**src/logic/gsr_pkg.sv**
```systemverilog
package gsr_pkg;

   // smbus slave address of a smart battery, and bits per byte of the protocol
   localparam logic [6:0] GSR_SLAVE_ADDR = 7'h0b;
   localparam logic [3:0] GSR_BITS_BYTE  = 4'h8;

   // function codes served by this bank
   localparam logic [7:0] GSR_FC_STATUS  = 8'h16;
   localparam logic [7:0] GSR_FC_CYCLE   = 8'h17;
   localparam logic [7:0] GSR_FC_DCAP    = 8'h18;
   localparam logic [7:0] GSR_FC_DVOLT   = 8'h19;
   localparam logic [7:0] GSR_FC_SPEC    = 8'h1a;
   localparam logic [7:0] GSR_FC_DATE    = 8'h1b;
   localparam logic [7:0] GSR_FC_SERIAL  = 8'h1c;
   localparam logic [7:0] GSR_FC_MAKER   = 8'h20;
   localparam logic [7:0] GSR_FC_MODEL   = 8'h21;
   localparam logic [7:0] GSR_FC_CHEM    = 8'h22;
   localparam logic [7:0] GSR_FC_MDATA   = 8'h23;
   localparam logic [7:0] GSR_FC_PACK    = 8'h2f;
   // defined codes answered elsewhere in the gauge: treated as unsupported
   localparam logic [7:0] GSR_FC_STD_LAST = 8'h15;
   localparam logic [7:0] GSR_FC_CELL_LO  = 8'h3c;
   localparam logic [7:0] GSR_FC_CELL_HI  = 8'h3f;

   // error code encodings of the status word
   localparam logic [2:0] GSR_ERR_OK    = 3'h0;
   localparam logic [2:0] GSR_ERR_BUSY  = 3'h1;
   localparam logic [2:0] GSR_ERR_RSVD  = 3'h2;
   localparam logic [2:0] GSR_ERR_UNSUP = 3'h3;
   localparam logic [2:0] GSR_ERR_DENY  = 3'h4;
   localparam logic [2:0] GSR_ERR_OVF   = 3'h5;
   localparam logic [2:0] GSR_ERR_SIZE  = 3'h6;
   localparam logic [2:0] GSR_ERR_UNK   = 3'h7;

   // misc values
   localparam logic [15:0] GSR_CYC_MAX      = 16'hffff;
   localparam logic [6:0]  GSR_RECOVER_PCT  = 7'h14; // 20 percent
   localparam logic [3:0]  GSR_SCALE_ZERO   = 4'h0;
   localparam logic [3:0]  GSR_WORD_BYTES   = 4'h2;
   localparam logic [3:0]  GSR_MAKER_BYTES  = 4'hc;
   localparam logic [3:0]  GSR_MODEL_BYTES  = 4'h8;
   localparam logic [3:0]  GSR_SHORT_BYTES  = 4'h6;
   localparam logic [3:0]  GSR_IDX_MAX      = 4'hf;

   // events and levels from the gauge core, same clock domain
   typedef struct packed {
      logic        cal_done;     // pulse: factory calibration complete
      logic        cal_lost;     // pulse: calibration data lost/corrupt
      logic        charging;     // level: charge current detected
      logic        term_reached; // pulse: charge termination point
      logic        charge_ok;    // pulse: battery may accept charge again
      logic        depleted;     // pulse: further discharge is harmful
      logic [6:0]  relative_charge_percent;
      logic        cyc_inc;      // pulse: one more cycle of charge removed
      logic        cyc_load;     // pulse: load count restored from eeprom
      logic [15:0] cyc_load_val;
      logic        busy;         // level: core cannot serve a code now
      logic        ovf_evt;      // pulse: arithmetic over/underflow
      logic        unk_evt;      // pulse: unclassified error
      logic        lithium;      // level: pack chemistry is lithium
      logic        cell_ov;      // level: a cell is above high limit
      logic        cell_uv;      // level: a cell is below low limit
      logic        capacity_mode; // mode bit of gauge_mode_word
   } gsr_evt_t;

   // identity and capacity data loaded from configuration memory
   typedef struct packed {
      logic [15:0] cap_mah;
      logic [15:0] cap_10mwh;
      logic [15:0] volt_mv;
      logic [3:0]  spec_major;
      logic [3:0]  spec_minor;
      logic [6:0]  date_year;   // year minus 1980
      logic [3:0]  date_month;
      logic [4:0]  date_day;
      logic [15:0] serial;
      logic [95:0] maker_blk;   // byte 0 is the length
      logic [63:0] model_blk;
      logic [47:0] chem_blk;
      logic [47:0] mdata_blk;
      logic [7:0]  pack_cfg;
   } gsr_id_t;

   typedef enum logic [3:0] {
      GSR_IDLE    = 4'b0000,
      GSR_ADDR    = 4'b0001,
      GSR_ACK_A   = 4'b0010,
      GSR_CMD     = 4'b0011,
      GSR_ACK_C   = 4'b0100,
      GSR_WDATA   = 4'b0101,
      GSR_ACK_W   = 4'b0110,
      GSR_TX      = 4'b0111,
      GSR_TX_ACK  = 4'b1000,
      GSR_TX_LD   = 4'b1001,
      GSR_IGNORE  = 4'b1010
   } gsr_phase_t;

endpackage

```
**src/logic/gsr_status_info_regs.sv**
```systemverilog
`timescale 1ns/1ns
// Functional notes
// - calibrated flag: set on calibration done, cleared on data loss.
// - not-charging flag: set with no charge, cleared when charging.
// - charge-done flag: set at termination, cleared when charge allowed.
// - depleted flag: set on harmful discharge, cleared at charge >= 20%.
// - status word bits 2:0 hold the 3-bit error code.
// - OK after clean processing, busy when a code cannot be served.
// - reserved error for reserved or unsupported maker codes.
// - unsupported error for defined but unimplemented codes.
// - access-denied on a write to a read-only code.
// - overflow code on over/underflow, unknown code otherwise.
// - bad-size when a write carries a block of wrong size.
// - code 0x17 returns cycle count; each increment is saved, a load is not.
// - cycle count steps by one, saturates at 65,535, never wraps.
// - code 0x18 returns design capacity in mAh or 10mWh by mode.
// - code 0x19 returns nominal voltage in millivolts.
// - code 0x1a returns revision and version; scaling fields zero.
// - code 0x1b returns packed date: day, month, year minus 1980.
// - code 0x1c returns the serial number.
// - code 0x20: maker name block, length plus up to 11 chars.
// - code 0x21: model name block, length plus up to 7 chars.
// - code 0x22: chemistry block; not used for gauging.
// - code 0x23: maker data block, length plus up to 5 bytes.
// - code 0x2f: protection status low byte, pack config high byte.
// - protection byte: charge-fet, discharge-fet pins, cell ov, uv.
// - cell ov and uv bits are live, lithium packs only.
module gsr_status_info_regs
(
   input  wire logic            ref_clk,
   input  wire logic            nrst,
   input  wire logic            scl_i,
   input  wire logic            sda_i,
   output logic                 sda_o,
   output logic                 sda_oe,
   input  wire logic            charge_fet_control_pin,
   input  wire logic            discharge_fet_control_pin,
   input  wire gsr_pkg::gsr_evt_t evt,
   input  wire gsr_pkg::gsr_id_t  id,
   output logic [15:0]          gauge_status_word,
   output logic [15:0]          wear_cycle_count,
   output logic                 cycle_save_stb
);
   import gsr_pkg::*;

   typedef struct packed {
      gsr_phase_t   ph;
      logic [3:0]   bitcnt;
      logic [7:0]   shreg;
      logic         rw;
      logic [7:0]   cmd;
      logic [3:0]   idx;
      logic [3:0]   nbytes;
      logic         ovf_rd;
      logic [127:0] rdbuf;
      logic [4:0]   wcnt;
      logic [7:0]   wlen;
      logic [2:0]   err;
      logic         calibrated_flag;
      logic         not_charging_flag;
      logic         charge_done_flag;
      logic         depleted_flag;
      logic [15:0]  cyc;
      logic         cyc_save;
      logic         sda_oe;
      logic         sda_o;
      logic [2:0]   scl_s;
      logic [2:0]   sda_s;
      logic [1:0]   cfc_s;
      logic [1:0]   dfc_s;
      logic [7:0]   prot;
   } gsr_state_t;

   gsr_state_t st_r;
   gsr_state_t st_nxt;
   logic       rst_s1_r;
   logic       rst_n_r;

   logic       scl_rise;
   logic       scl_fall;
   logic       bus_start;
   logic       bus_stop;
   logic [7:0] tx_byte;
   logic [15:0] status_w;

   // reset is released through two flops so every flop leaves it together
   always_ff @(posedge ref_clk or negedge nrst)
   begin
      if (!nrst)
      begin
         rst_s1_r <= 1'b0;
         rst_n_r  <= 1'b0;
      end
      else
      begin
         rst_s1_r <= 1'b1;
         rst_n_r  <= rst_s1_r;
      end
   end

   // classify a function code; only the codes of this bank are accepted
   function automatic logic [2:0] classify(input logic [7:0] fc);
      logic [2:0] e;
      e = GSR_ERR_RSVD;
      if ((fc <= GSR_FC_STD_LAST) ||
          (fc >= GSR_FC_CELL_LO && fc <= GSR_FC_CELL_HI))
         e = GSR_ERR_UNSUP;
      if ((fc >= GSR_FC_STATUS && fc <= GSR_FC_SERIAL) ||
          (fc >= GSR_FC_MAKER && fc <= GSR_FC_MDATA) ||
          (fc == GSR_FC_PACK))
         e = GSR_ERR_OK;
      return e;
   endfunction

   // size in bytes that a write to the code would have to carry
   function automatic logic [3:0] code_size(input logic [7:0] fc);
      logic [3:0] n;
      unique case (fc)
         GSR_FC_MAKER: n = GSR_MAKER_BYTES;
         GSR_FC_MODEL: n = GSR_MODEL_BYTES;
         GSR_FC_CHEM,
         GSR_FC_MDATA: n = GSR_SHORT_BYTES;
         default:      n = GSR_WORD_BYTES;
      endcase
      return n;
   endfunction

   // bytes after the last valid one read as all ones
   function automatic logic [127:0] fill(input logic [95:0] d,
                                         input logic [3:0] n);
      logic [127:0] b;
      b = {16{8'hff}};
      for (int i = 0; i < 12; i++)
         if (4'(i) < n)
            b[i*8 +: 8] = d[i*8 +: 8];
      return b;
   endfunction

   // edges are taken from the second and third sync flops only
   assign scl_rise  = st_r.scl_s[1] & ~st_r.scl_s[2];
   assign scl_fall  = ~st_r.scl_s[1] & st_r.scl_s[2];
   assign bus_start = st_r.scl_s[1] & st_r.sda_s[2] & ~st_r.sda_s[1];
   assign bus_stop  = st_r.scl_s[1] & ~st_r.sda_s[2] & st_r.sda_s[1];
   assign tx_byte   = st_r.rdbuf[st_r.idx*8 +: 8];

   // status word: alarm byte is outside this bank and reads zero
   assign status_w = {8'h00, st_r.calibrated_flag, st_r.not_charging_flag,
                      st_r.charge_done_flag, st_r.depleted_flag, 1'b0,
                      st_r.err};

   always_comb
   begin
      logic [95:0] rd;
      logic [3:0]  rn;
      logic [2:0]  cls;
      rd = '0;
      rn = GSR_WORD_BYTES;
      cls = classify(st_r.cmd);
      st_nxt = st_r;
      st_nxt.cyc_save = 1'b0;

      // pin synchronisers; the first stage feeds only the second
      st_nxt.scl_s = {st_r.scl_s[1:0], scl_i};
      st_nxt.sda_s = {st_r.sda_s[1:0], sda_i};
      st_nxt.cfc_s = {st_r.cfc_s[0], charge_fet_control_pin};
      st_nxt.dfc_s = {st_r.dfc_s[0], discharge_fet_control_pin};

      // protection byte is rebuilt every cycle, nothing latches
      st_nxt.prot = {4'h0, st_r.cfc_s[1], st_r.dfc_s[1],
                     evt.cell_ov & evt.lithium,
                     evt.cell_uv & evt.lithium};

      // status flags; a set in the same cycle as its clear wins
      if (evt.cal_lost)
         st_nxt.calibrated_flag = 1'b0;
      if (evt.cal_done)
         st_nxt.calibrated_flag = 1'b1;
      st_nxt.not_charging_flag = ~evt.charging;
      if (evt.charge_ok)
         st_nxt.charge_done_flag = 1'b0;
      if (evt.term_reached)
         st_nxt.charge_done_flag = 1'b1;
      if (evt.relative_charge_percent >= GSR_RECOVER_PCT)
         st_nxt.depleted_flag = 1'b0;
      if (evt.depleted)
         st_nxt.depleted_flag = 1'b1;

      // cycle count saturates; a save is only asked when it moved
      if (evt.cyc_load)
         st_nxt.cyc = evt.cyc_load_val;
      else if (evt.cyc_inc && st_r.cyc != GSR_CYC_MAX)
      begin
         st_nxt.cyc = st_r.cyc + 16'h0001;
         st_nxt.cyc_save = 1'b1;
      end

      // core events report into the error field
      if (evt.ovf_evt)
         st_nxt.err = GSR_ERR_OVF;
      if (evt.unk_evt)
         st_nxt.err = GSR_ERR_UNK;

      // read data for the present function code
      unique case (st_r.cmd)
         GSR_FC_STATUS: rd[15:0] = status_w;
         GSR_FC_CYCLE:  rd[15:0] = st_r.cyc;
         GSR_FC_DCAP:   rd[15:0] = evt.capacity_mode ?
                                   id.cap_10mwh : id.cap_mah;
         GSR_FC_DVOLT:  rd[15:0] = id.volt_mv;
         GSR_FC_SPEC:   rd[15:0] = {GSR_SCALE_ZERO, GSR_SCALE_ZERO,
                                    id.spec_major, id.spec_minor};
         GSR_FC_DATE:   rd[15:0] = {id.date_year, id.date_month,
                                    id.date_day};
         GSR_FC_SERIAL: rd[15:0] = id.serial;
         GSR_FC_MAKER:
         begin
            rd = id.maker_blk;
            rn = GSR_MAKER_BYTES;
         end
         GSR_FC_MODEL:
         begin
            rd[63:0] = id.model_blk;
            rn = GSR_MODEL_BYTES;
         end
         GSR_FC_CHEM:
         begin
            rd[47:0] = id.chem_blk;
            rn = GSR_SHORT_BYTES;
         end
         GSR_FC_MDATA:
         begin
            rd[47:0] = id.mdata_blk;
            rn = GSR_SHORT_BYTES;
         end
         GSR_FC_PACK:   rd[15:0] = {id.pack_cfg, st_r.prot};
         default:       rn = 4'h0;
      endcase

      // smbus slave; start and stop override any phase
      if (bus_start)
      begin
         st_nxt.ph = GSR_ADDR;
         st_nxt.bitcnt = 4'h0;
         st_nxt.sda_oe = 1'b0;
      end
      else if (bus_stop)
      begin
         if (st_r.ph == GSR_WDATA && st_r.wcnt != 5'h00)
         begin
            if (cls != GSR_ERR_OK)
               st_nxt.err = cls;
            else if (st_r.wcnt[3:0] != code_size(st_r.cmd) ||
                     st_r.wcnt[4])
               st_nxt.err = GSR_ERR_SIZE;
            else
               st_nxt.err = GSR_ERR_DENY;
         end
         st_nxt.ph = GSR_IDLE;
         st_nxt.sda_oe = 1'b0;
      end
      else
      begin
         unique case (st_r.ph)
            GSR_IDLE, GSR_IGNORE:
               st_nxt.sda_oe = 1'b0;
            GSR_ADDR, GSR_CMD, GSR_WDATA:
            begin
               if (scl_rise)
               begin
                  st_nxt.shreg = {st_r.shreg[6:0], st_r.sda_s[1]};
                  st_nxt.bitcnt = st_r.bitcnt + 4'h1;
               end
               else if (scl_fall && st_r.bitcnt == GSR_BITS_BYTE)
               begin
                  st_nxt.sda_oe = 1'b1;
                  if (st_r.ph == GSR_ADDR)
                  begin
                     st_nxt.rw = st_r.shreg[0];
                     st_nxt.ph = (st_r.shreg[7:1] == GSR_SLAVE_ADDR) ?
                                 GSR_ACK_A : GSR_IGNORE;
                     st_nxt.sda_oe = (st_r.shreg[7:1] == GSR_SLAVE_ADDR);
                  end
                  else if (st_r.ph == GSR_CMD)
                  begin
                     st_nxt.cmd = st_r.shreg;
                     st_nxt.wcnt = 5'h00;
                     st_nxt.ph = GSR_ACK_C;
                  end
                  else
                  begin
                     if (st_r.wcnt == 5'h00)
                        st_nxt.wlen = st_r.shreg;
                     if (!st_r.wcnt[4])
                        st_nxt.wcnt = st_r.wcnt + 5'h01;
                     st_nxt.ph = GSR_ACK_W;
                  end
               end
            end
            GSR_ACK_A, GSR_ACK_C, GSR_ACK_W:
            begin
               if (scl_fall)
               begin
                  st_nxt.bitcnt = 4'h0;
                  st_nxt.sda_oe = 1'b0;
                  if (st_r.ph == GSR_ACK_A && st_r.rw)
                  begin
                     // snapshot the word or block so all its bytes come from one instant
                     st_nxt.rdbuf = fill(rd, rn);
                     st_nxt.nbytes = rn;
                     st_nxt.idx = 4'h0;
                     st_nxt.ovf_rd = 1'b0;
                     st_nxt.sda_oe = ~st_nxt.rdbuf[7];
                     st_nxt.ph = GSR_TX;
                  end
                  else
                     st_nxt.ph = (st_r.ph == GSR_ACK_A) ? GSR_CMD : GSR_WDATA;
               end
            end
            GSR_TX:
            begin
               if (scl_rise)
                  st_nxt.bitcnt = st_r.bitcnt + 4'h1;
               else if (scl_fall)
               begin
                  if (st_r.bitcnt == GSR_BITS_BYTE)
                  begin
                     st_nxt.sda_oe = 1'b0;
                     st_nxt.ph = GSR_TX_ACK;
                  end
                  else
                     st_nxt.sda_oe = ~tx_byte[3'(4'h7 - st_r.bitcnt)];
               end
            end
            GSR_TX_ACK:
            begin
               if (scl_rise)
               begin
                  if (st_r.sda_s[1])
                  begin
                     // host nack ends the read and sets the outcome
                     st_nxt.ph = GSR_IGNORE;
                     if (evt.busy)
                        st_nxt.err = GSR_ERR_BUSY;
                     else if (st_r.ovf_rd && cls == GSR_ERR_OK)
                        st_nxt.err = GSR_ERR_OVF;
                     else
                        st_nxt.err = cls;
                  end
                  else
                  begin
                     if (st_r.idx != GSR_IDX_MAX)
                        st_nxt.idx = st_r.idx + 4'h1;
                     if (st_r.idx + 4'h1 >= st_r.nbytes)
                        st_nxt.ovf_rd = 1'b1;
                     st_nxt.ph = GSR_TX_LD;
                  end
               end
            end
            GSR_TX_LD:
            begin
               if (scl_fall)
               begin
                  st_nxt.bitcnt = 4'h0;
                  st_nxt.sda_oe = ~tx_byte[7];
                  st_nxt.ph = GSR_TX;
               end
            end
            default:
               st_nxt.ph = GSR_IDLE;
         endcase
      end
      st_nxt.sda_o = 1'b0;   // open drain: only ever pulls low
   end

   // single state register of the block
   always_ff @(posedge ref_clk or negedge rst_n_r)
   begin
      if (!rst_n_r)
      begin
         st_r <= '0;
         st_r.not_charging_flag <= 1'b1;
         st_r.scl_s <= 3'h7;
         st_r.sda_s <= 3'h7;
      end
      else
         st_r <= st_nxt;
   end

   assign sda_o             = st_r.sda_o;
   assign sda_oe            = st_r.sda_oe;
   assign wear_cycle_count  = st_r.cyc;
   assign cycle_save_stb    = st_r.cyc_save;
   assign gauge_status_word = status_w;
endmodule

```
**config.mk**
```make
export PLATFORM = sky130hd
export DESIGN_NAME = gsr_status_info_regs
export DESIGN_NICKNAME = d
export VERILOG_FILES = /design/src/logic/gsr_pkg.sv /design/src/logic/gsr_status_info_regs.sv
export SDC_FILE = /design/constraint.sdc
export NUM_CORES = 1
export LEC_CHECK = 0
export ABC_AREA = 1
export BUFFER_PORTS_ARGS = -buffer_cell sky130_fd_sc_hd__buf_2
export CORE_UTILIZATION = 28
export DETAILED_ROUTE_END_ITERATION = 10
export GPL_TIMING_DRIVEN = 0
export PLACE_DENSITY = 0.61
export SLEW_MARGIN = 20
export SYNTH_ARGS = -nofsm -noshare
export SYNTH_HDL_FRONTEND = slang
export SYNTH_SLANG_ARGS = --single-unit
```
**constraint.sdc**
```tcl
create_clock -name ref_clk -period 7.3 [get_ports ref_clk]
set_clock_uncertainty 0.2 [all_clocks]
set_input_delay 0.73 -clock ref_clk [delete_from_list [all_inputs] [get_ports ref_clk]]
set_output_delay 0.73 -clock ref_clk [all_outputs]
set_load 0.1 [all_outputs]
```
==> summary.md, run 1 <==
| Metric | Value |
|---|---|
| Min Clock Period, post-route | 3140 ps |
| Die ar. | 0.0409 sq mm |
| Leakage | 7.26 nW |
| First-pass GRT wire length | 76.1 mm |
| Pwr Density | 198 mW/mm^2 |
| Max-slew violations | 0 |
| CP peak stage delay | 550 ps |
| Worst-Skew Late Latency | 450 ps |
| Die Span X | 202 um |
| Async set or reset register ratio after synthesis | 1.00 |
| Maximum vdd drop | 0.135 mV |
| Initial antenna violation count | 3 |
| Initial Utilization | 0.287 |
| Reg-to-reg critical path endpoint | st_r[71]$_DFFE_PN0P_ |
| Worst EP required | 7460 ps |
| Critical path class | reg2reg |
| Vias in the first global route | 12,400 |
| Cell repeated most along the worst path | nor2_2 |
| Post-synth EDFFs | 0 |
| Antenna viol nets, final | 0 |
| Switching pwr | 0.00110 W |
| Share of cells above drive strength 1 | 0.286 |
| Gr ovfl total | 0 |
| Critical path launch point type | flop |
| P_int | 0.00182 W |
| All-Layer GR Usage | 0.251 |
| Synth Cell Area | 0.0112 sq mm |
| Post-CTS Resized | 0 |
| Mean Syn Cell Area | 7.30 sq um |
| Final Hold Fails | 0 |
| Core Footprint | 0.0391 sq mm |
| Clk network pwr share | 0.336 |
| Vias/cell | 5.11 |
| Pre-CTS setup slack | 4170 ps |
| #FFs+latches synth | 176 |
| Cell count after synthesis | 1,538 |
| # DRC | 0 |
| H-tree Lvls | 4 |
| Hold Path Class | reg2async |
| Worst reg2reg setup slack | 4160 ps |
| Sw Ratio | 0.377 |
| CP Max Fanout | 10 |
| Largest net degree at the start of global routing | 51 |
| Non-Filler Instances | 2,519 |
| Longest Clk Path Bufs | 2 |
| Ys Warns | 0 |
| Pre-antenna DRT Iters | 5 |
| Outcome | finished clean |
| Detailed placer's ending HPWL | 42.2 mm |
| Seq pwr share | 0.372 |
| Cells after DPL | 2,484 |
| CP arrival | 3290 ps |
| DR WL/cell | 20.7 um |
| Slowest CP cell | o21ai_0 |
| Worst Reg2Reg Path Length in Cells | 8 |
| Clk pin slew, worst setup/hold paths | 80 ps |
| Sink Count | 176 |
| Die height | 202 um |
| CTS Buf Count | 17 |
| Crit end category | flop |
| Post-route setup slack | 4160 ps |
| # nets final | 2,391 |
| Maxcap violations | 0 |
| CTS tree | yes |
| Period Utilization, post-route | 0.430 |
| Initial DRC Count | 969 |
| Ys flop type | dfrtp_1 |
| Final wirelength | 52.2 mm |
| Comb power frac | 0.293 |
| Final setup viols | 0 |
| Port bufs | 416 |
| Filler cells | 4,222 |
| Boundary Pins | 431 |
| CP delay by family, top | simple AND/OR/NAND/NOR gates |
| CTS Root Cell | clkbuf_16 |
| Row cnt | 72 |
| RSZ-0062 raised after global routing | no |
| Detailed-route via count | 12,900 |
| Measured slew at the worst slew-check pin | 933 ps |
| Seq/Total Area, Yosys | 0.393 |
| Post-synth cell types | 58 |
| CP cell instances | nor2_2, inv_2, nor2_2, nand4_1, clkbuf_1, o21ai_0, a21oi_1, a41oi_1 |
| Final Wtd Congestion | 0.967 |
| P&R area growth vs syn | 31.1% |
| FF-to-FF Start | st_r[194]$_DFFE_PN0P_ |
| F_max | 0.319 GHz |
| Worst path bufs/invs | 2 |
| Relative slew slack | 0.374 |
worst reg2reg max path, delay by kind of cell (launching register included):
kind / cells / cell delay (ps)
AOI/OAI and AO/OA: 3 / 900
DFF: 1 / 490
and+or+nand+nor: 3 / 970
buffers and inverters: 2 / 480
area by class of cell:
class	instances	area, sq um	share of cell area
multi-input combinational	1082	5570	0.378
tap	518	648	0.0441
buffer	106	592	0.0402
clock inverter	15	196	0.0134
clock buffer	17	425	0.0289
timing repair buffer	420	2170	0.148
inverter	183	687	0.0467
antenna	2	5.00	0.000340
sequential	176	4420	0.300
state kept, by name (all words and copies together), names as in the netlist:
name / count
rst_n_r: 1
st_r: 141
st_nxt: 8
cycle_save_stb: 1
wear_cycle_count: 16
sda_oe: 1
gauge_status_word: 7
rst_s1_r: 1
Yosys cell counts (all sizes together), types with 12 or more instances:
cell / count / share of area
inv: 181 / 0.061
buf: 71 / 0.041
a221oi: 29 / 0.023
a41oi: 27 / 0.021
a22o: 12 / 0.0094
dfrtp: 169 / 0.38
nand2: 392 / 0.13
o21ai: 97 / 0.044
nand3: 135 / 0.063
nor3: 15 / 0.0096
clkbuf: 35 / 0.012
o211ai: 21 / 0.014
nor2: 137 / 0.050
nand4: 14 / 0.0097
a22oi: 25 / 0.017
a21oi: 85 / 0.038
what timing repair did:
item | 4_1_cts | 5_1_grt
hold buffers | 1 | 0
endpoints found under the hold margin | 2 | 0
buffers inserted | 0 | 0
power by group through the flow:
stage                     Clock [W]  Sequential (W)  Combinational, W
after floorplan                   0         0.00110          0.000534
final                      0.000979         0.00108          0.000855
after global routing        0.00103         0.00109          0.000937
after global placement            0         0.00112          0.000817
after CTS                   0.00100         0.00108          0.000846
after detailed placement          0         0.00110          0.000841
metal layers:
layer,up-vias,track usage,wire (um)
li1,6056,-,-
met1,6227,0.333,22900
met2,518,0.414,24700
met3,62,0.0471,3680
met4,4,0.0709,995
met5,-,0,19
layout by cell type, fill, tap and decap left out, drive strengths merged, types with 5 or more instances in the layout:
master	synthesis	routed
a221oi	29	29
clkbuf	35	52
conb	2	11
a22o	12	12
o211ai	21	21
dfstp	7	7
xor2	6	6
nor3	15	15
buf	71	490
a211oi	7	7
nand3	135	135
dfrtp	169	169
nand4	14	14
o22ai	5	5
clkinv	2	8
nand2	392	392
a41oi	27	27
a22oi	25	25
ha	9	9
inv	181	187
nor2	137	137
a31oi	8	8
a21oi	85	85
a32oi	9	9
o21ai	97	97
through the flow:
step / util / total power (W) / TNS, ps / instance area, sq um / hold WS [ps]
6_report: 0.376 / 0.00292 / 0 / 14700 / 147
5_1_grt: 0.376 / 0.00306 / 0 / 14700 / 146
4_1_cts: 0.376 / 0.00293 / 0 / 14700 / 149
3_5_place_dp: 0.360 / 0.00194 / 0 / 14100 / 137
3_3_place_gp: 0.358 / 0.00193 / -105260 / 14000 / 135
2_1_floorplan: - / 0.00164 / 0 / 11300 / 131
worst max-delay path by stage:
stage / start / endpoint / slack (ps) / cells after the start
6_report: st_r[194]$_DFFE_PN0P_ / st_r[71]$_DFFE_PN0P_ / 4160 / 8
5_1_grt: st_r[194]$_DFFE_PN0P_ / st_r[71]$_DFFE_PN0P_ / 4030 / 8
2_1_floorplan: rst_n_r$_DFF_PN0_ / cycle_save_stb$_DFF_PN0_ / 1840 / 0
3_5_place_dp: st_r[194]$_DFFE_PN0P_ / st_r[71]$_DFFE_PN0P_ / 4170 / 8
3_3_place_gp: rst_n_r$_DFF_PN0_ / st_r[101]$_DFFE_PN0P_ / -640 / 0
4_1_cts: st_r[194]$_DFFE_PN0P_ / st_r[71]$_DFFE_PN0P_ / 4120 / 8
kinds of logic (layout without fill, tap and decap cells):
logic type | count (synthesis) | count (layout) | share of synthesized area
compound gates | 348 | 348 | 0.204
other cells | 2 | 13 | 0.000669
flops | 176 | 176 | 0.393
xor+xnor | 8 | 8 | 0.00624
fa+ha+maj | 9 | 9 | 0.0100
simple gates | 703 | 703 | 0.270
mux | 3 | 3 | 0.00268
buf+inv | 289 | 741 | 0.114
No activity file was read; power rests on OpenSTA's default activity.
==> run 2: changes to the inputs <==
==> constraint.sdc (replaced) <==
create_clock -name ref_clk -period 3.1 [get_ports ref_clk]
set_clock_uncertainty 0.2 [all_clocks]
set_input_delay 0.31 -clock ref_clk [delete_from_list [all_inputs] [get_ports ref_clk]]
set_output_delay 0.31 -clock ref_clk [all_outputs]
set_load 0.1 [all_outputs]
==> summary.md, run 2 (same netlist as run 1, synthesis figures left out) <==
| Metric | Value |
|---|---|
| Worst EP required | 3250 ps |
| Hold endpoint | st_r[91]$_DFFE_PN0P_ |
| FF-to-FF Start | st_r[194]$_DFFE_PN0P_ |
| GRT met2 Usage | 0.442 |
| RSZ-0062 raised after global routing | yes |
| Vias in the first global route | 13,500 |
| Max FFs per register | 141 |
| Initial Utilization | 0.287 |
| Worst-Skew Late Latency | 440 ps |
| Period Utilization, post-route | 0.968 |
| Final setup TNS | 0 ps |
| Filler cells | 4,086 |
| Worst reg2reg setup slack | 100 ps |
| Crit end category | flop |
| Commonest non-fill, non-tap cell in the layout | buf_2 |
| Gr ovfl total | 0 |
| Die ar. | 0.0409 sq mm |
| Longest Clk Path Bufs | 2 |
| Relative slew slack | 0.332 |
| Initial antenna violation count | 5 |
| Max-slew violations | 0 |
| Die height | 202 um |
| Share of cells above drive strength 1 | 0.266 |
| Min Clock Period, post-route | 3000 ps |
| # nets final | 2,560 |
| Port bufs | 416 |
| Antenna viol nets, final | 0 |
| Largest net degree at the start of global routing | 51 |
| H-tree Lvls | 4 |
| First-pass GRT wire length | 80.5 mm |
| Hold path cells | 3 |
| Top reg by flops | st_r |
| Pre-antenna DRT Iters | 5 |
| Die Span X | 202 um |
| Reg-to-reg critical path endpoint | st_r[71]$_DFFE_PN0P_ |
| Maximum vdd drop | 0.353 mV |
| CP Launch Point | st_r[194]$_DFFE_PN0P_ |
| CTS tree | yes |
| Outcome | finished clean |
| Cells after DPL | 2,484 |
| Vias/cell | 5.03 |
| Boundary Pins | 431 |
| Initial DRC Count | 1,175 |
| Non-Filler Instances | 2,690 |
| CTS Buf Count | 17 |
| Final Hold Fails | 0 |
| Clk pin slew, worst setup/hold paths | 70 ps |
| Hold Path Class | in2reg |
| Final setup viols | 0 |
| Final Wtd Congestion | 0.959 |
| CP arrival | 3160 ps |
| Critical path class | reg2reg |
| P&R area growth vs syn | 46.0% |
| Met3 Usage GRT | 0.0461 |
| Pwr Density | 425 mW/mm^2 |
| CP Max Fanout | 10 |
| Maxcap violations | 0 |
| Most frequent cells in the layout | buf_2 (436), nand2_1 (391), dlygate4sd3_1 (170) |
| Worst Reg2Reg Path Length in Cells | 8 |
| Core Footprint | 0.0391 sq mm |
| CTS Root Cell | clkbuf_16 |
| Leakage | 7.95 nW |
| All-Layer GR Usage | 0.263 |
| Detailed placer's ending HPWL | 42.9 mm |
| Critical path launch point type | flop |
| Worst Hold Launch | id[202] |
| Sink Count | 176 |
| Detailed-route via count | 13,500 |
| Most used routing layer | met2 |
| # DRC | 0 |
| Row cnt | 72 |
| Measured slew at the worst slew-check pin | 995 ps |
| Final wirelength | 54.9 mm |
| Met1 GRT Util | 0.337 |
| DR WL/cell | 20.4 um |
| F_max | 0.333 GHz |
[run 2: area by class of cell]
cell class	instances	area, sq um	area share
Antenna cell	4	10.0	0.000611
Buffer	106	604	0.0369
Clock buffer	17	425	0.0260
Clock inverter	15	171	0.0105
Inverter	183	687	0.0419
Multi-Input combinational cell	1082	5570	0.340
Sequential cell	176	4420	0.269
Tap cell	518	648	0.0395
Timing Repair Buffer	589	3860	0.235
[run 2: metrics by stage]
step / hold slack [ps] / util / setup slack, ps / total power, W / instance area, sq um
after floorplan: -186 / - / 886 / 0.00385 / 11300
after global placement: -103 / 0.358 / 47.0 / 0.00455 / 14000
after detailed placement: -100 / 0.360 / 6.12 / 0.00457 / 14100
after CTS: 1.04 / 0.419 / 13.3 / 0.00699 / 16400
after global routing: 14.4 / 0.419 / -27.7 / 0.00732 / 16400
final: 7.31 / 0.419 / 98.7 / 0.00697 / 16400
[run 2: worst max-delay path by stage]
stage,end,slack [ps]
6_report,st_r[71]$_DFFE_PN0P_,100
5_1_grt,st_r[73]$_DFFE_PN0P_,-30
4_1_cts,st_r[71]$_DFFE_PN0P_,10
3_5_place_dp,st_r[71]$_DFFE_PN0P_,6
3_3_place_gp,st_r[71]$_DFFE_PN0P_,50
2_1_floorplan,st_r[194]$_DFFE_PN0P_,890
[run 2: layer usage]
| metal | part of all wire | vias up |
|---|---|---|
| met2 | 0.48 | 565 |
| met4 | 0.030 | 2 |
| met1 | 0.43 | 6466 |
| met3 | 0.061 | 103 |
| li1 | - | 6402 |
| met5 | 0.00020 | - |
[run 2: where the power goes]
group / internal [W] / total [W] / switching [W]
clock: 0.00115 / 0.00223 / 0.00108
sequential: 0.00242 / 0.00255 / 0.000136
combinational: 0.000774 / 0.00219 / 0.00142
[run 2: critical path: stages, from the launching register on]
cell	delay, ps
dfrtp_1	480
nor2_2	360
inv_2	90
nor2_2	340
nand4_1	290
clkbuf_1	390
o21ai_1	450
a21oi_1	80
a41oi_1	220
[run 2: timing repair]
action / 4_1_cts / 5_1_grt
setup buffers: 0 / 0
hold endpoints to repair: 102 / 0
resized for setup: 0 / 13
hold buffers: 170 / 0
setup endpoints to repair: 0 / 18
==> run 3: changes to the inputs <==
--- a/config.mk
+++ b/config.mk
@@ -7,10 +7,11 @@
 export LEC_CHECK = 0
 export ABC_AREA = 1
 export BUFFER_PORTS_ARGS = -buffer_cell sky130_fd_sc_hd__buf_2
-export CORE_UTILIZATION = 28
+export CORE_AREA = 2 2 167 169
 export DETAILED_ROUTE_END_ITERATION = 10
+export DIE_AREA = 0 0 169 171
 export GPL_TIMING_DRIVEN = 0
-export PLACE_DENSITY = 0.61
+export PLACE_DENSITY = 0.8
 export SLEW_MARGIN = 20
 export SYNTH_ARGS = -nofsm -noshare
 export SYNTH_HDL_FRONTEND = slang
==> summary.md, run 3 (same netlist as run 1, synthesis figures left out) <==
| Metric | Value |
|---|---|
| Sink Count | 176 |
| H-tree Lvls | 4 |
| Max-slew violations | 0 |
| Final Hold Fails | 0 |
| Pre-antenna DRT Iters | 7 |
| Clk pin slew, worst setup/hold paths | 80 ps |
| Pwr Density | 433 mW/mm^2 |
| Critical path launch point type | flop |
| Antenna viol nets, final | 0 |
| CTS Buf Count | 17 |
| Worst path bufs/invs | 4 |
| Slowest CP cell | dlygate4sd3_1 |
| Final setup viols | 0 |
| Initial Utilization | 0.411 |
| Measured slew at the worst slew-check pin | 933 ps |
| Seq pwr share | 0.367 |
| P_int | 0.00434 W |
| Share of cells above drive strength 1 | 0.266 |
| CTS tree | yes |
| Die height | 171 um |
| DR WL/cell | 21.7 um |
| Largest net degree at the start of global routing | 59 |
| Comb power frac | 0.317 |
| Critical path class | reg2reg |
| Top reg by flops | st_r |
| Die Span X | 169 um |
| Leakage | 7.92 nW |
| Final Wtd Congestion | 0.985 |
| Relative slew slack | 0.373 |
| Sw Ratio | 0.381 |
| Initial antenna violation count | 5 |
| Vias/cell | 5.75 |
| All-Layer GR Usage | 0.368 |
| Most frequent cells in the layout | buf_2 (431), nand2_1 (391), dfrtp_1 (168) |
| Core Footprint | 0.0273 sq mm |
| Outcome | finished clean |
| CP Max Fanout | 10 |
| CP peak stage delay | 600 ps |
| Fin area | 0.0162 sq mm |
| Detailed-route via count | 14,500 |
| Worst-Skew Late Latency | 440 ps |
| Non-Filler Instances | 2,514 |
| Cells after DPL | 2,312 |
| Hold Path Class | in2reg |
| # nets final | 2,554 |
| Maximum vdd drop | 0.318 mV |
| Vias in the first global route | 14,200 |
| Period Utilization, post-route | 0.967 |
| Detailed placer's ending HPWL | 40.1 mm |
| Placed cell area | 0.0139 sq mm |
| Row cnt | 61 |
| Cell repeated most along the worst path | nand2_1 |
| CP cell instances | inv_1, nand2_1, nor2_2, nand2_1, inv_2, buf_2, nand2_1, a41oi_1, dlygate4sd3_1 |
| CP arrival | 3170 ps |
| Clk network pwr share | 0.316 |
| # DRC | 0 |
| Die ar. | 0.0289 sq mm |
| F_max | 0.334 GHz |
| Final wirelength | 54.6 mm |
| Switching pwr | 0.00267 W |
| Max FFs per register | 141 |
| Worst EP required | 3280 ps |
| Maxcap violations | 0 |
| CP delay by family, top | buffers and inverters |
| Commonest non-fill, non-tap cell in the layout | buf_2 |
| Min Clock Period, post-route | 3000 ps |
| CTS Root Cell | clkbuf_16 |
| First-pass GRT wire length | 79.7 mm |
| Longest Clk Path Bufs | 2 |
| Initial DRC Count | 1,915 |
| Final setup TNS | 0 ps |
| Port bufs | 416 |
| Gr ovfl total | 0 |
| Crit end category | flop |
| P&R area growth vs syn | 43.9% |
| Boundary Pins | 431 |
## run 3: what timing repair did
item | 4_1_cts | 5_1_grt
hold endpoints to repair | 102 | 0
hold buffers | 166 | 0
buffers inserted | 0 | 0
resized for setup | 0 | 21
setup endpoints to repair | 0 | 20
## run 3: final timing paths
path	start	end	slack, ps	depth (start not counted)
worst max-delay path	st_r[201]$_DFFE_PN0P_	st_r[74]$_DFFE_PN0P_	100	9
worst min-delay path	id[90]	st_r[91]$_DFFE_PN0P_	6	3
worst max register to register	st_r[201]$_DFFE_PN0P_	st_r[74]$_DFFE_PN0P_	100	9
worst min register to register	rst_n_r$_DFF_PN0_	st_r[53]$_DFFE_PN0P_	80	0
max in group asynchronous	rst_n_r$_DFF_PN0_	st_r[114]$_DFFE_PN0P_	1440	3
min in group asynchronous	rst_n_r$_DFF_PN0_	st_r[53]$_DFFE_PN0P_	80	0
## run 3: area by class of cell
class,count,area (sq um)
Antenna cell,6,15.0
Buffer,104,604
Clock buffer,18,429
Clock inverter,14,163
Fill cell,2417,11200
Inverter,183,692
Multi-Input combinational cell,1082,5580
Sequential cell,176,4420
Tap cell,346,433
Timing Repair Buffer,585,3820
## run 3: through the flow
stage | util | total power (W) | hold WS (ps) | setup slack (ps)
detailed placement | 0.507 | 0.00458 | -103 | 65.0
CTS | 0.589 | 0.00693 | 0.0232 | 24.7
global route | 0.591 | 0.00727 | 20.2 | -26.3
global placement | 0.504 | 0.00454 | -105 | 78.6
finish | 0.591 | 0.00700 | 5.84 | 103
floorplan | - | 0.00385 | -186 | 886
## run 3: routing by layer
metal	global-route usage	up-vias	part of all wire
met5	0	-	0
met4	0.185	0	0.048
met3	0.0812	233	0.11
met2	0.592	1094	0.46
met1	0.469	6766	0.38
li1	-	6371	-
## run 3: power groups by stage
| stage | combinational (W) | sequential [W] | clock (W) |
|---|---|---|---|
| floorplan | 0.00126 | 0.00260 | 0 |
| global placement | 0.00190 | 0.00264 | 0 |
| detailed placement | 0.00198 | 0.00260 | 0 |
| CTS | 0.00215 | 0.00256 | 0.00222 |
| global route | 0.00238 | 0.00258 | 0.00231 |
| finish | 0.00222 | 0.00257 | 0.00221 |
## run 3: tightest hold or removal path: cells and delay by family
family          cells  cell delay (ps)
compound gates      1              120
buf+inv             1              100
simple gates        1               80
